`src/rtl/fhh_pkg.sv`:
```
// Constants and types shared by both ends of the coprocessor handshake
// Summary of operation
// - Internal logic steps at half the doubled clock
// - Host holds clear 40, waits 50 before opcode
// - Execution-active rises exactly 4 after write, lasts at least 6
// - Fault active 6 periods before execution-active drops
// - Fault waits 6 periods after operand request drops
// - Opcode write to next write spaced 6 periods
// - Operand write to next operand spaced 8 periods
// - Execution-active spans execution; operand requests inside it
// - Opcodes must begin with escape pattern 11011
package fhh_pkg;
    // Periods below except EXEC_TICKS count clk_i cycles, the doubled clock
    localparam int CLK_HZ = 20_000_000;
    localparam logic [7:0] CLEAR_HOLD = 8'h28;
    localparam logic [7:0] CLEAR_RECOVER = 8'h32;
    localparam logic [7:0] BUSY_DELAY = 8'h04;
    localparam logic [3:0] BUSY_MIN = 4'h6;
    localparam logic [3:0] FAULT_LEAD = 4'h6;
    localparam logic [3:0] REQ_TO_FAULT = 4'h6;
    localparam logic [3:0] OPC_GAP = 4'h6;
    localparam logic [3:0] OPND_GAP = 4'h8;
    localparam logic [3:0] AGE_MAX = 4'hF;
    // Execution length in internal (half-rate) cycles
    localparam logic [7:0] EXEC_TICKS = 8'h08;
    // Opcode field layout
    localparam logic [4:0] ESC_CODE = 5'h1B;
    localparam int ESC_MSB = 15;
    localparam int ESC_LSB = 11;
    localparam int MOD_MSB = 7;
    localparam int MOD_LSB = 6;
    localparam logic [1:0] MOD_REG = 2'h3;

    typedef enum logic [2:0] {
        FHH_D_IDLE = 3'h0,
        FHH_D_DLY = 3'h1,
        FHH_D_OPREQ = 3'h3,
        FHH_D_EXEC = 3'h2,
        FHH_D_FAULT = 3'h6
    } fhh_dev_state_t;

    typedef enum logic [1:0] {
        FHH_H_HOLD = 2'h0,
        FHH_H_RECOVER = 2'h1,
        FHH_H_READY = 2'h3
    } fhh_host_state_t;
endpackage

```
`src/rtl/fhh_link_if.sv`:
```
// Link between the host and the coprocessor
`timescale 1ns/1ps
interface fhh_link_if (
    input wire logic clk_i
);
    logic chip_clear_in;
    logic xfer_done;
    logic xfer_opcode;
    logic [31:0] xfer_data;
    logic exec_active;
    logic operand_xfer_request;
    logic numeric_fault;

    modport dev (
        input chip_clear_in, xfer_done, xfer_opcode, xfer_data,
        output exec_active, operand_xfer_request, numeric_fault
    );
    modport host (
        output chip_clear_in, xfer_done, xfer_opcode, xfer_data,
        input exec_active, operand_xfer_request, numeric_fault
    );
endinterface

```
`src/rtl/fhh_copro.sv`:
```
// Coprocessor end of the handshake: timing of execution-active and fault
`timescale 1ns/1ps
module fhh_copro
    import fhh_pkg::*;
(
    input wire logic clk_i,
    input wire logic rst_i,
    fhh_link_if.dev link,
    input wire logic fault_i,
    output logic [15:0] opcode_o,
    output logic opcode_valid_o,
    output logic [31:0] operand_o,
    output logic operand_valid_o
);
    typedef struct packed {
        fhh_dev_state_t st;
        logic phase;
        logic [7:0] cnt;
        logic [3:0] busy_age;
        logic [3:0] gap;
        logic [3:0] flt_age;
        logic busy;
        logic req;
        logic fault;
        logic [15:0] opc;
        logic opc_v;
        logic [31:0] opnd;
        logic opnd_v;
    } fhh_dev_t;

    localparam fhh_dev_t DEV_RST = '{
        st: FHH_D_IDLE, phase: 1'b0, cnt: 8'h00, busy_age: 4'h0,
        gap: 4'h0, flt_age: 4'h0, busy: 1'b0, req: 1'b0, fault: 1'b0,
        opc: 16'h0000, opc_v: 1'b0, opnd: 32'h0000_0000, opnd_v: 1'b0
    };

    fhh_dev_t s_r;
    fhh_dev_t s_nxt;
    logic esc_ok;
    logic opc_wr;
    logic opnd_wr;

    // Escape class check on the leading five bits
    assign esc_ok = link.xfer_data[ESC_MSB:ESC_LSB] == ESC_CODE;
    assign opc_wr = link.xfer_done && link.xfer_opcode;
    assign opnd_wr = link.xfer_done && !link.xfer_opcode;

    // Next-state logic
    always_comb
    begin
        s_nxt = s_r;
        s_nxt.phase = ~s_r.phase;
        s_nxt.opc_v = 1'b0;
        s_nxt.opnd_v = 1'b0;
        // Saturating ages: value 1 in the first cycle of the condition
        if (s_r.busy && s_r.busy_age != AGE_MAX)
            s_nxt.busy_age = s_r.busy_age + 4'h1;
        if (s_r.gap != 4'h0 && s_r.gap != AGE_MAX)
            s_nxt.gap = s_r.gap + 4'h1;
        if (s_r.fault && s_r.flt_age != AGE_MAX)
            s_nxt.flt_age = s_r.flt_age + 4'h1;
        unique case (s_r.st)
            FHH_D_IDLE:
            begin
                // Non-escape opcodes are dropped silently
                if (opc_wr && esc_ok)
                begin
                    s_nxt.opc = link.xfer_data[15:0];
                    s_nxt.opc_v = 1'b1;
                    s_nxt.fault = 1'b0;
                    s_nxt.flt_age = 4'h0;
                    s_nxt.gap = 4'h0;
                    s_nxt.cnt = BUSY_DELAY - 8'h02;
                    s_nxt.st = FHH_D_DLY;
                end
            end
            FHH_D_DLY:
            begin
                if (s_r.cnt == 8'h00)
                begin
                    s_nxt.busy = 1'b1;
                    s_nxt.busy_age = 4'h1;
                    // Memory forms need one operand word from the host
                    if (s_r.opc[MOD_MSB:MOD_LSB] != MOD_REG)
                    begin
                        s_nxt.req = 1'b1;
                        s_nxt.st = FHH_D_OPREQ;
                    end
                    else
                    begin
                        s_nxt.cnt = EXEC_TICKS;
                        s_nxt.st = FHH_D_EXEC;
                    end
                end
                else
                    s_nxt.cnt = s_r.cnt - 8'h01;
            end
            FHH_D_OPREQ:
            begin
                if (opnd_wr)
                begin
                    s_nxt.opnd = link.xfer_data;
                    s_nxt.opnd_v = 1'b1;
                    s_nxt.req = 1'b0;
                    s_nxt.gap = 4'h1;
                    s_nxt.cnt = EXEC_TICKS;
                    s_nxt.st = FHH_D_EXEC;
                end
            end
            FHH_D_EXEC:
            begin
                // Execution counts half-rate ticks only
                if (s_r.cnt != 8'h00)
                begin
                    if (s_r.phase)
                        s_nxt.cnt = s_r.cnt - 8'h01;
                end
                else if (fault_i)
                begin
                    // Hold the fault back until the request is long gone
                    if (s_r.gap == 4'h0 || s_r.gap >= REQ_TO_FAULT)
                    begin
                        s_nxt.fault = 1'b1;
                        s_nxt.flt_age = 4'h1;
                        s_nxt.st = FHH_D_FAULT;
                    end
                end
                else if (s_r.busy_age >= BUSY_MIN)
                begin
                    s_nxt.busy = 1'b0;
                    s_nxt.st = FHH_D_IDLE;
                end
            end
            FHH_D_FAULT:
            begin
                // Fault stays up until the next accepted opcode or a clear from the host
                if (s_r.flt_age >= FAULT_LEAD && s_r.busy_age >= BUSY_MIN)
                begin
                    s_nxt.busy = 1'b0;
                    s_nxt.st = FHH_D_IDLE;
                end
            end
            default:
                s_nxt = DEV_RST;
        endcase
        // Synchronous clear from the host wins over everything
        if (link.chip_clear_in)
            s_nxt = DEV_RST;
    end

    // State register
    always_ff @(posedge clk_i or posedge rst_i)
    begin
        if (rst_i)
            s_r <= DEV_RST;
        else
            s_r <= s_nxt;
    end

    // Outputs straight from state flops
    assign link.exec_active = s_r.busy;
    assign link.operand_xfer_request = s_r.req;
    assign link.numeric_fault = s_r.fault;
    assign opcode_o = s_r.opc;
    assign opcode_valid_o = s_r.opc_v;
    assign operand_o = s_r.opnd;
    assign operand_valid_o = s_r.opnd_v;
endmodule

```
`src/flat_wrapper.sv`:
```
// flat-port wrapper written by rule: the top's interface ports become plain ports
module fhh_copro_flat import fhh_pkg::*;
  (clk_i, rst_i, fault_i, opcode_o, opcode_valid_o, operand_o, operand_valid_o, link_chip_clear_in, link_xfer_done, link_xfer_opcode, link_xfer_data, link_exec_active, link_operand_xfer_request, link_numeric_fault);
  fhh_link_if link_i (.clk_i(clk_i));
  input wire logic clk_i;
  input wire logic rst_i;
  input wire logic fault_i;
  output logic [15:0] opcode_o;
  output logic opcode_valid_o;
  output logic [31:0] operand_o;
  output logic operand_valid_o;
  input wire logic [$bits(link_i.chip_clear_in)-1:0] link_chip_clear_in;
  input wire logic [$bits(link_i.xfer_done)-1:0] link_xfer_done;
  input wire logic [$bits(link_i.xfer_opcode)-1:0] link_xfer_opcode;
  input wire logic [$bits(link_i.xfer_data)-1:0] link_xfer_data;
  output wire logic [$bits(link_i.exec_active)-1:0] link_exec_active;
  output wire logic [$bits(link_i.operand_xfer_request)-1:0] link_operand_xfer_request;
  output wire logic [$bits(link_i.numeric_fault)-1:0] link_numeric_fault;
  assign link_i.chip_clear_in = link_chip_clear_in;
  assign link_i.xfer_done = link_xfer_done;
  assign link_i.xfer_opcode = link_xfer_opcode;
  assign link_i.xfer_data = link_xfer_data;
  assign link_exec_active = link_i.exec_active;
  assign link_operand_xfer_request = link_i.operand_xfer_request;
  assign link_numeric_fault = link_i.numeric_fault;
  fhh_copro u_core (.clk_i(clk_i), .rst_i(rst_i), .link(link_i), .fault_i(fault_i), .opcode_o(opcode_o), .opcode_valid_o(opcode_valid_o), .operand_o(operand_o), .operand_valid_o(operand_valid_o));
endmodule
```
`config.mk`:
```
export PLATFORM = sky130hd
export DESIGN_NAME = fhh_copro_flat
export DESIGN_NICKNAME = d
export VERILOG_FILES = /design/src/rtl/fhh_pkg.sv /design/src/rtl/fhh_link_if.sv /design/src/rtl/fhh_copro.sv /design/src/flat_wrapper.sv
export SDC_FILE = /design/constraint.sdc
export NUM_CORES = 1
export LEC_CHECK = 0
export ABC_AREA = 1
export BUFFER_PORTS_ARGS = -buffer_cell sky130_fd_sc_hd__buf_2
export CAP_MARGIN = 20
export CORE_AREA = 3 3 77 151
export DETAILED_ROUTE_END_ITERATION = 7
export DIE_AREA = 0 0 80 154
export MAX_ROUTING_LAYER = met4
export PLACE_DENSITY = 0.68
export RECOVER_POWER = 50
export SYNTH_ARGS = -nofsm -noshare
export SYNTH_HDL_FRONTEND = slang
export SYNTH_SLANG_ARGS = --single-unit
```
`constraint.sdc`:
```
create_clock -name clk_i -period 2.7 [get_ports clk_i]
set_input_delay 0.405 -clock clk_i [delete_from_list [all_inputs] [get_ports clk_i]]
set_output_delay 0.405 -clock clk_i [all_outputs]
set_load 0.02 [all_outputs]
```
After elaboration in Yosys (flattened, before gate mapping)
Index checks and enable logic that the tools add are counted.
{"block": "classes", "eq_ne": 30, "reduce_logical": 29, "n_mux": 47, "n_lt_le_gt_ge": 3, "n_addsub": 4, "bitwise_logic": 1}
{"operator": "2-to-1 mux 77 bit", "count": 1}
{"operator": "case mux 33 bit (2 select lines)", "count": 1}
{"operator": "2-to-1 mux 8 bit", "count": 7}
{"operator": "case mux 8 bit (5 select lines)", "count": 1}
{"operator": "case mux 17 bit (2 select lines)", "count": 1}
{"operator": "2-to-1 mux 33 bit", "count": 1}
{"operator": "2-to-1 mux 4 bit", "count": 7}
{"operator": "inequality test 3 x 2 -> 1 bit, second input constant", "count": 9}
{"operator": "2-to-1 mux 3 bit", "count": 8}
{"operator": "case mux 4 bit (3 select lines)", "count": 2}
{"operator": "2-to-1 mux 18 bit", "count": 1}
{"operator": "inequality test 4 bit, second input constant", "count": 4}
{"operator": "case mux 3 bit (5 select lines)", "count": 1}
{"operator": "adder 4 x 1 -> 4 bit, second input constant", "count": 3}
{"operator": ">= comparator 4 x 3 -> 1 bit, second input constant", "count": 3}
{"operator": "AND reduction 6 bit", "count": 2}
{"operator": "OR reduction 4 bit", "count": 3}
{"operator": "2-to-1 mux 1 bit", "count": 10}
{"operator": "inequality test 2 x 1 -> 1 bit, second input constant", "count": 5}
{"operator": "inequality test 3 bit, second input constant", "count": 3}
{"operator": "OR reduction 3 bit", "count": 3}
{"operator": "zero test 8 bit", "count": 1}
{"operator": "inequality test 4 x 3 -> 1 bit, second input constant", "count": 2}
{"operator": "case mux 4 bit (2 select lines)", "count": 1}
{"operator": "24 further kinds", "count": 34}
{"block": "totals", "regBits": 77, "inputBits": 38, "out_inout_bits": 53, "wordCells": 127}

Depth between registers and ports, before layout
Gate-level depths: netlist (run 1).
{"block": "logic_depth", "word_depth": 8, "mapped_depth": 11, "depth_no_buf": 11}

Least setup slack after synthesis (run 1)
OpenSTA, ideal clock, no wires.
{"block": "synth_path", "path_kind": "register to register", "startpoint": "register u_core.s_r[65] (netlist bit)", "endpoint": "register u_core.s_r[74] (netlist bit)", "synth_period_minus_slack_ns": 1.522, "setup_slack_ns": 1.178, "setup_ns": 0.117, "t_required_ns": 2.583, "t_arrival_ns": 1.405, "stages_incl_launch_ff": 12, "path_buffers": 0, "cell_sequence": "dfrtp_1 -> inv_1 -> ha_1 -> nand2_2 -> nor2_4 -> inv_2 -> nand2_1 -> nand2_1 -> nor2_2 -> nand2_1 -> nand2_1 -> nand2_1"}
{"block": "synth_between", "elab_chain_cells": 3, "word_cells_on_any_way": 5, "classes_between": "2 x eq/ne; 3 x reduce/logical"}
{"item": "start: declaration", "line": "fhh_copro.sv:37", "source": "fhh_dev_t s_r;"}
{"item": "start signal: assignment", "line": "fhh_copro.sv:157", "source": "s_r <= s_nxt;"}
{"item": "zero test 8 bit or nonzero test 8 bit (tied branches)", "line": "fhh_copro.sv:79, fhh_copro.sv:113"}
{"item": "inequality test 3 x 2 -> 1 bit (no line) or inequality test 3 bit (tied branches)"}
{"item": "AND reduction 7 bit (no line) *"}
Every way passes the cells marked *; elsewhere a longest branch is shown, timed or not.
A chain may end at the register's enable or synchronous reset.

Final worst setup path (run 1)
{"block": "layout_path", "startpoint": "register u_core.s_r[76] (netlist bit)", "endpoint": "register u_core.s_r (netlist bit u_core.operand_o[31])"}
{"block": "layout_between", "elab_chain_cells": 4, "word_cells_on_any_way": 11, "classes_between": "6 x eq/ne; 2 x mux; 3 x reduce/logical"}
{"item": "== test 3 x 1 -> 1 bit, or another cell as far along", "line": "fhh_copro.sv:62", "source": "unique case (s_r.st)"}
{"item": "OR reduction 4 bit (no line)"}
{"item": "case mux 33 bit (2 select lines) or inequality test 2 x 1 -> 1 bit (tied branches)"}
{"item": "2-to-1 mux 77 bit or AND reduction 2 bit (tied branches)"}
Parallel ways exist; a longest one is shown, timed or not.

==> flow_metrics.py, run 1 <==
metrics = {
    "logic_synthesis": {
        "synthFlopType": "dfrtp_1",
        "ys_seq_elements": 77,
        "ys_top_cells_by_area": "dfrtp_1 46%, nand2_1 10%, buf_4 9.0%",
        "async_reset_ff_frac": 1.00,
        "synth_top_area_frac": 0.462,
        "synth.most_common_cell": "nand2_1",
        "synth_common_cells": "116 x nand2_1, 77 x dfrtp_1, 62 x inv_1",
        "ys_types": 34,
        "synth_area_um2": 4170,
        "syn-num-nets": 540,
        "syn_inst": 494,
        "ys_seq_area_frac": 0.462,
        "yosys.area.top_type": "dfrtp_1",
        "synth-edff-count": 0,
        "ys_warn_count": 0,
        "syn_area_per_cell_um2": 8.44,
    },
    "clocking": {
        "post_cts_buffers": 0,
        "root_buffer": "clkbuf_16",
        "clockBufferDepth": 2,
        "cts_sinks": 77,
        "cts_buffers": 9,
        "cts_resized": 0,
        "path_clk_slew_ns": 0.06,
        "clock_latency_ns": 0.34,
        "cts_tree": "yes",
        "hold_buffers": 0,
        "cts-htree-levels": 3,
    },
    "die": {
        "rows": 53,
        "dieHeight_um": 154,
        "start_util": 0.393,
        "core_um2": 10600,
        "die_w_um": 80,
        "io_pins": 91,
        "dieArea_um2": 12300,
    },
    "outcome": {
        "status": "completed",
    },
    "routing": {
        "drtIter0Drc": 161,
        "postRouteAntennaNets": 0,
        "wl_um": 9630,
        "drt-pass1-iter-count": 4,
        "via_per_inst": 4.78,
        "vias": 3258,
        "routedWlPerCell_um": 14.1,
        "remaining_drc_errors": 0,
    },
    "global_route": {
        "antenna_found_initial": 0,
        "grt_max_degree": 35,
        "gr-usage-all-layers": 0.167,
        "grt_pass1_wl_um": 15700,
        "grt_pass1_vias": 3349,
        "overflow": 0,
    },
    "setup_path": {
        "worstSetupPathType": "register to register",
        "cp_max_fo": 20,
        "timing.rr.start": "u_core.s_r[76]",
        "crit_arrival_ns": 2.25,
        "rr_worst_depth": 4,
        "startpoint_type": "register",
        "r2r_setup_slack_ns": 0.72,
        "end_kind": "register",
        "r2r_end": "u_core.operand_o[31]",
        "required_ns": 2.97,
    },
    "placed_design": {
        "pre_cts_ws_ns": 0.573,
        "numPortBuffers": 90,
        "gp_congestion": 0.963,
        "dp_hpwl_um": 7510,
    },
    "power": {
        "ir_drop_uv": 459,
        "power_leakage_nw": 2.55,
        "p_per_area_nw_per_um2": 898,
        "p_total_w": 0.00415,
    },
    "final_layout": {
        "drive_above_1_share": 0.202,
        "layout.nets": 585,
        "syn2layout_area_growth_pct": 10.8,
        "diodes": 0,
    },
    "hold_path": {
        "min_path_type": "input pin to asynchronous set/reset pin",
    },
    "timing": {
        "worstMarginPinSlew_ns": 0.743,
        "setup_slack_ns": 0.724,
        "setup_tns_ns": 0,
        "final_max_slew_viol_count": 0,
        "hold_viol": 0,
        "rsz0062_at_grt": "false",
        "period_share": 0.732,
        "fin_crit_ns": 1.98,
        "fmax_ghz": 0.506,
        "slew_headroom": 0.504,
        "finalClockSkew_ns": 0.00364,
        "setup_viol_count_final": 0,
    },
    "flow_run": {
        "drv_cap": 0,
    },
}
## area by class of cell
| class | count | area [µm²] |
|---|---|---|
| Clock buffer | 10 | 239 |
| Clock inverter | 6 | 45.0 |
| Fill cell | 1094 | 5990 |
| Inverter | 67 | 251 |
| Multi-Input combinational cell | 292 | 1550 |
| Sequential cell | 77 | 1930 |
| Tap cell | 137 | 171 |
| Timing Repair Buffer | 92 | 433 |
## where the power goes
| group | switching (W) | leakage (nW) | internal [W] |
|---|---|---|---|
| Sequential | 0.000142 | 1.06 | 0.00129 |
| Combinational | 0.00107 | 1.34 | 0.000496 |
| Clock | 0.000488 | 0.143 | 0.000653 |
## state kept, by name, summed over array words and instances (netlist names)
name,cells
u_core.operand_o,32
u_core.link.exec_active,1
u_core.link.operand_xfer_request,1
u_core.opcode_valid_o,1
u_core.link.numeric_fault,1
u_core.s_r,24
u_core.operand_valid_o,1
u_core.opcode_o,16
## placed cells by master (no fill, tap or decap), types with 14 or more instances in the layout
| cell type | count |
|---|---|
| a21oi_1 | 14 |
| a22o_1 | 18 |
| buf_2 | 64 |
| clkbuf_1 | 26 |
| dfrtp_1 | 77 |
| inv_1 | 62 |
| nand2_1 | 116 |
| nand3_1 | 26 |
| nor2_1 | 30 |
| o21ai_0 | 28 |
## worst max path at each step
stage / startpoint / slack (ns) / cells past startpoint / endpoint
global placement: link_chip_clear_in / 0.65 / 5 / u_core.operand_o[22]
finish: u_core.s_r[76] / 0.72 / 4 / u_core.operand_o[31]
detailed placement: link_chip_clear_in / 0.57 / 5 / u_core.operand_o[31]
floorplan: rst_i / 0.33 / 1 / u_core.link.exec_active
global route: u_core.s_r[74] / 0.52 / 5 / u_core.operand_o[25]
CTS: u_core.s_r[74] / 0.70 / 5 / u_core.operand_o[31]
## kinds of logic (layout without fill, tap and decap cells)
kind of cell / Yosys count / count (layout) / synth area share
adder cells (fa/ha/maj): 8 / 8 / 0.0240
XOR/XNOR: 9 / 9 / 0.0189
AO/OA/AOI/OAI: 73 / 73 / 0.111
flip-flops: 77 / 77 / 0.462
AND/OR/NAND/NOR: 201 / 201 / 0.216
buffers and inverters: 125 / 175 / 0.166
multiplexers: 1 / 1 / 0.00240
## critical path, stage by stage, from the launching register on
cell     delay [ns]
dfrtp_1        0.46
nor2_4         0.19
nand3_1        0.40
inv_1          0.61
a22o_1         0.25
## through the flow
stage	hold slack [ns]	instances	utilization	instance area, µm²
final	0.184	681	0.435	4620
after floorplan	0.426	494	-	4170
after global routing	0.248	681	0.435	4620
after CTS	0.0620	681	0.438	4650
after detailed placement	0.425	665	0.411	4370
after global placement	0.410	665	0.411	4370
## layer usage
metal / part of all wire / vias up / GRT usage
li1: - / 1601 / -
met1: 0.37 / 1552 / 0.172
met2: 0.56 / 77 / 0.289
met3: 0.032 / 28 / 0.0287
met4: 0.039 / 0 / 0.0959
met5: 0 / - / -
(Power assumes the default switching activity.)
==> inputs of run 2 (changes only) <==
Settings changed: PLACE_DENSITY 0.68 to 0.71.
Clock period 2.7 ns to 1.75 ns, I/O delays scaled along.
==> flow_metrics.py, run 2 (synthesis gave the netlist of run 1 again) <==
metrics = {
    "outcome": {
        "status": "completed",
    },
    "placed_design": {
        "gp_congestion": 0.957,
        "dp_hpwl_um": 7470,
        "dpl_cell_area_um2": 4520,
        "placedCellCount": 677,
        "numPortBuffers": 90,
    },
    "global_route": {
        "gr-usage-all-layers": 0.168,
        "grt_max_degree": 31,
        "grt_pass1_vias": 3478,
        "antenna_found_initial": 0,
        "grt_pass1_wl_um": 15900,
        "overflow": 0,
    },
    "routing": {
        "postRouteAntennaNets": 0,
        "drt-pass1-iter-count": 5,
        "remaining_drc_errors": 0,
        "via_per_inst": 4.79,
        "routedWlPerCell_um": 13.7,
        "vias": 3330,
        "drtIter0Drc": 141,
        "wl_um": 9530,
    },
    "final_layout": {
        "finish.utilization": 0.451,
        "largest_register_ffs": 32,
        "diodes": 0,
        "syn2layout_area_growth_pct": 14.9,
        "most-common-layout-cells": "115 x nand2_1, 77 x dfrtp_1, 64 x buf_2, 61 x inv_1, 29 x nor2_1",
        "fin_area_um2": 4790,
        "drive_above_1_share": 0.229,
        "layout.nets": 599,
        "final_common_cell": "nand2_1",
        "nFillCells": 1083,
        "final_cells": 695,
    },
    "timing": {
        "fin_crit_ns": 1.63,
        "final_max_slew_viol_count": 0,
        "setup_viol_count_final": 0,
        "fmax_ghz": 0.613,
        "finalClockSkew_ns": 0.00531,
        "worstMarginPinSlew_ns": 0.708,
        "setup_tns_ns": 0,
        "hold_viol": 0,
        "slew_headroom": 0.526,
        "period_share": 0.933,
    },
    "power": {
        "p_clk_frac": 0.276,
        "ir_drop_uv": 764,
        "p_per_area_nw_per_um2": 1410,
        "p_total_w": 0.00677,
        "switching_power_w": 0.00264,
        "comb_power_share": 0.396,
        "internal_power_w": 0.00413,
        "seqPwrFrac": 0.328,
        "power_leakage_nw": 2.63,
        "switching_share": 0.390,
    },
    "die": {
        "start_util": 0.393,
        "rows": 53,
        "dieHeight_um": 154,
        "die_w_um": 80,
        "core_um2": 10600,
        "dieArea_um2": 12300,
        "io_pins": 91,
    },
    "clocking": {
        "root_buffer": "clkbuf_16",
        "clock_latency_ns": 0.34,
        "cts_buffers": 9,
        "path_clk_slew_ns": 0.06,
        "cts-htree-levels": 3,
        "cts_sinks": 77,
        "clockBufferDepth": 2,
        "cts_tree": "yes",
    },
    "setup_path": {
        "slowest_stage": "dfrtp_1",
        "worstSetupPathType": "register to register",
        "startpoint_type": "register",
        "required_ns": 1.98,
        "critPathMaxStageDelay_ns": 0.38,
        "crit_path_frequent_cell": "nand2_1",
        "cp_cell_sequence": "inv_1 -> ha_2 -> nand2_2 -> nor2_4 -> inv_2 -> nand2_1 -> nand2_1 -> nor2_4 -> nand2_1 -> nand2_1 -> nand2_1",
        "cp_max_fo": 7,
        "end_kind": "register",
        "crit_arrival_ns": 1.86,
    },
    "hold_path": {
        "min_path_type": "input pin to register",
    },
    "flow_run": {
        "drv_cap": 0,
    },
}
==> run 2: changes by cell type in the layout (fill, tap and decap cells not counted), sizes merged <==
cell | previous run | this run
clkinv | 4 | 1
clkbuf | 36 | 40
clkinvlp | 0 | 3
bufinv | 0 | 1
buf | 66 | 76
dlygate4sd3 | 0 | 1
inv | 69 | 67
==> run 2: final timing paths <==
path                       slack, ns  cells after the start                from                    to
setup / recovery                0.12                     11      u_core.s_r[66]        u_core.s_r[74]
hold / removal                  0.15                      2  link_xfer_data[17]  u_core.operand_o[17]
setup reg to reg                0.12                     11      u_core.s_r[66]        u_core.s_r[74]
hold reg to reg                 0.47                      1      u_core.s_r[73]        u_core.s_r[73]
max in group asynchronous       0.35                      4               rst_i    u_core.opcode_o[3]
min in group asynchronous       0.53                      3               rst_i    u_core.opcode_o[8]
==> run 2: per-layer routing <==
layer | up-vias | track usage | wire length [µm]
met4 | 0 | 0.0862 | 267
li1 | 1638 | - | -
met5 | - | - | 0
met3 | 20 | 0.0258 | 304
met2 | 91 | 0.294 | 5460
met1 | 1581 | 0.177 | 3500
==> run 2: power groups by stage <==
stage | combinational, W | sequential [W] | clock [W]
2_1_floorplan | 0.00195 | 0.00222 | 0
3_3_place_gp | 0.00252 | 0.00224 | 0
3_5_place_dp | 0.00258 | 0.00225 | 0
4_1_cts | 0.00260 | 0.00222 | 0.00190
5_1_grt | 0.00300 | 0.00225 | 0.00198
6_report | 0.00268 | 0.00222 | 0.00187
==> run 2: critical path, delay by kind of cell (launching register included) <==
family	cells	cell delay, ns
buffers and inverters	2	0.19
DFF	1	0.38
and+or+nand+nor	8	0.74
adders and majority gates	1	0.21
==> run 2: cell type report <==
cell class | instances | area [µm²] | share of cell area
well taps | 137 | 171 | 0.0358
multi-input cells | 292 | 1580 | 0.329
clock buffers | 11 | 243 | 0.0507
clock inverters | 5 | 58.8 | 0.0123
inverters | 67 | 253 | 0.0528
flip-flops and latches | 77 | 1930 | 0.402
repair buffers | 106 | 562 | 0.117
==> run 2: what timing repair did <==
action	CTS	global route
hold endpoints to repair	14	0
resized for setup	0	8
hold buffers	1	0
endpoints found under the setup margin	0	17
setup buffers	0	1
==> run 2: metrics by stage <==
stage | worst slack (ns) | hold slack, ns
final | 0.118 | 0.146
after global routing | -0.00414 | 0.147
after CTS | 0.0683 | 0.143
after detailed placement | 0.0837 | 0.312
after global placement | 0.120 | 0.300
after floorplan | 0.228 | 0.400
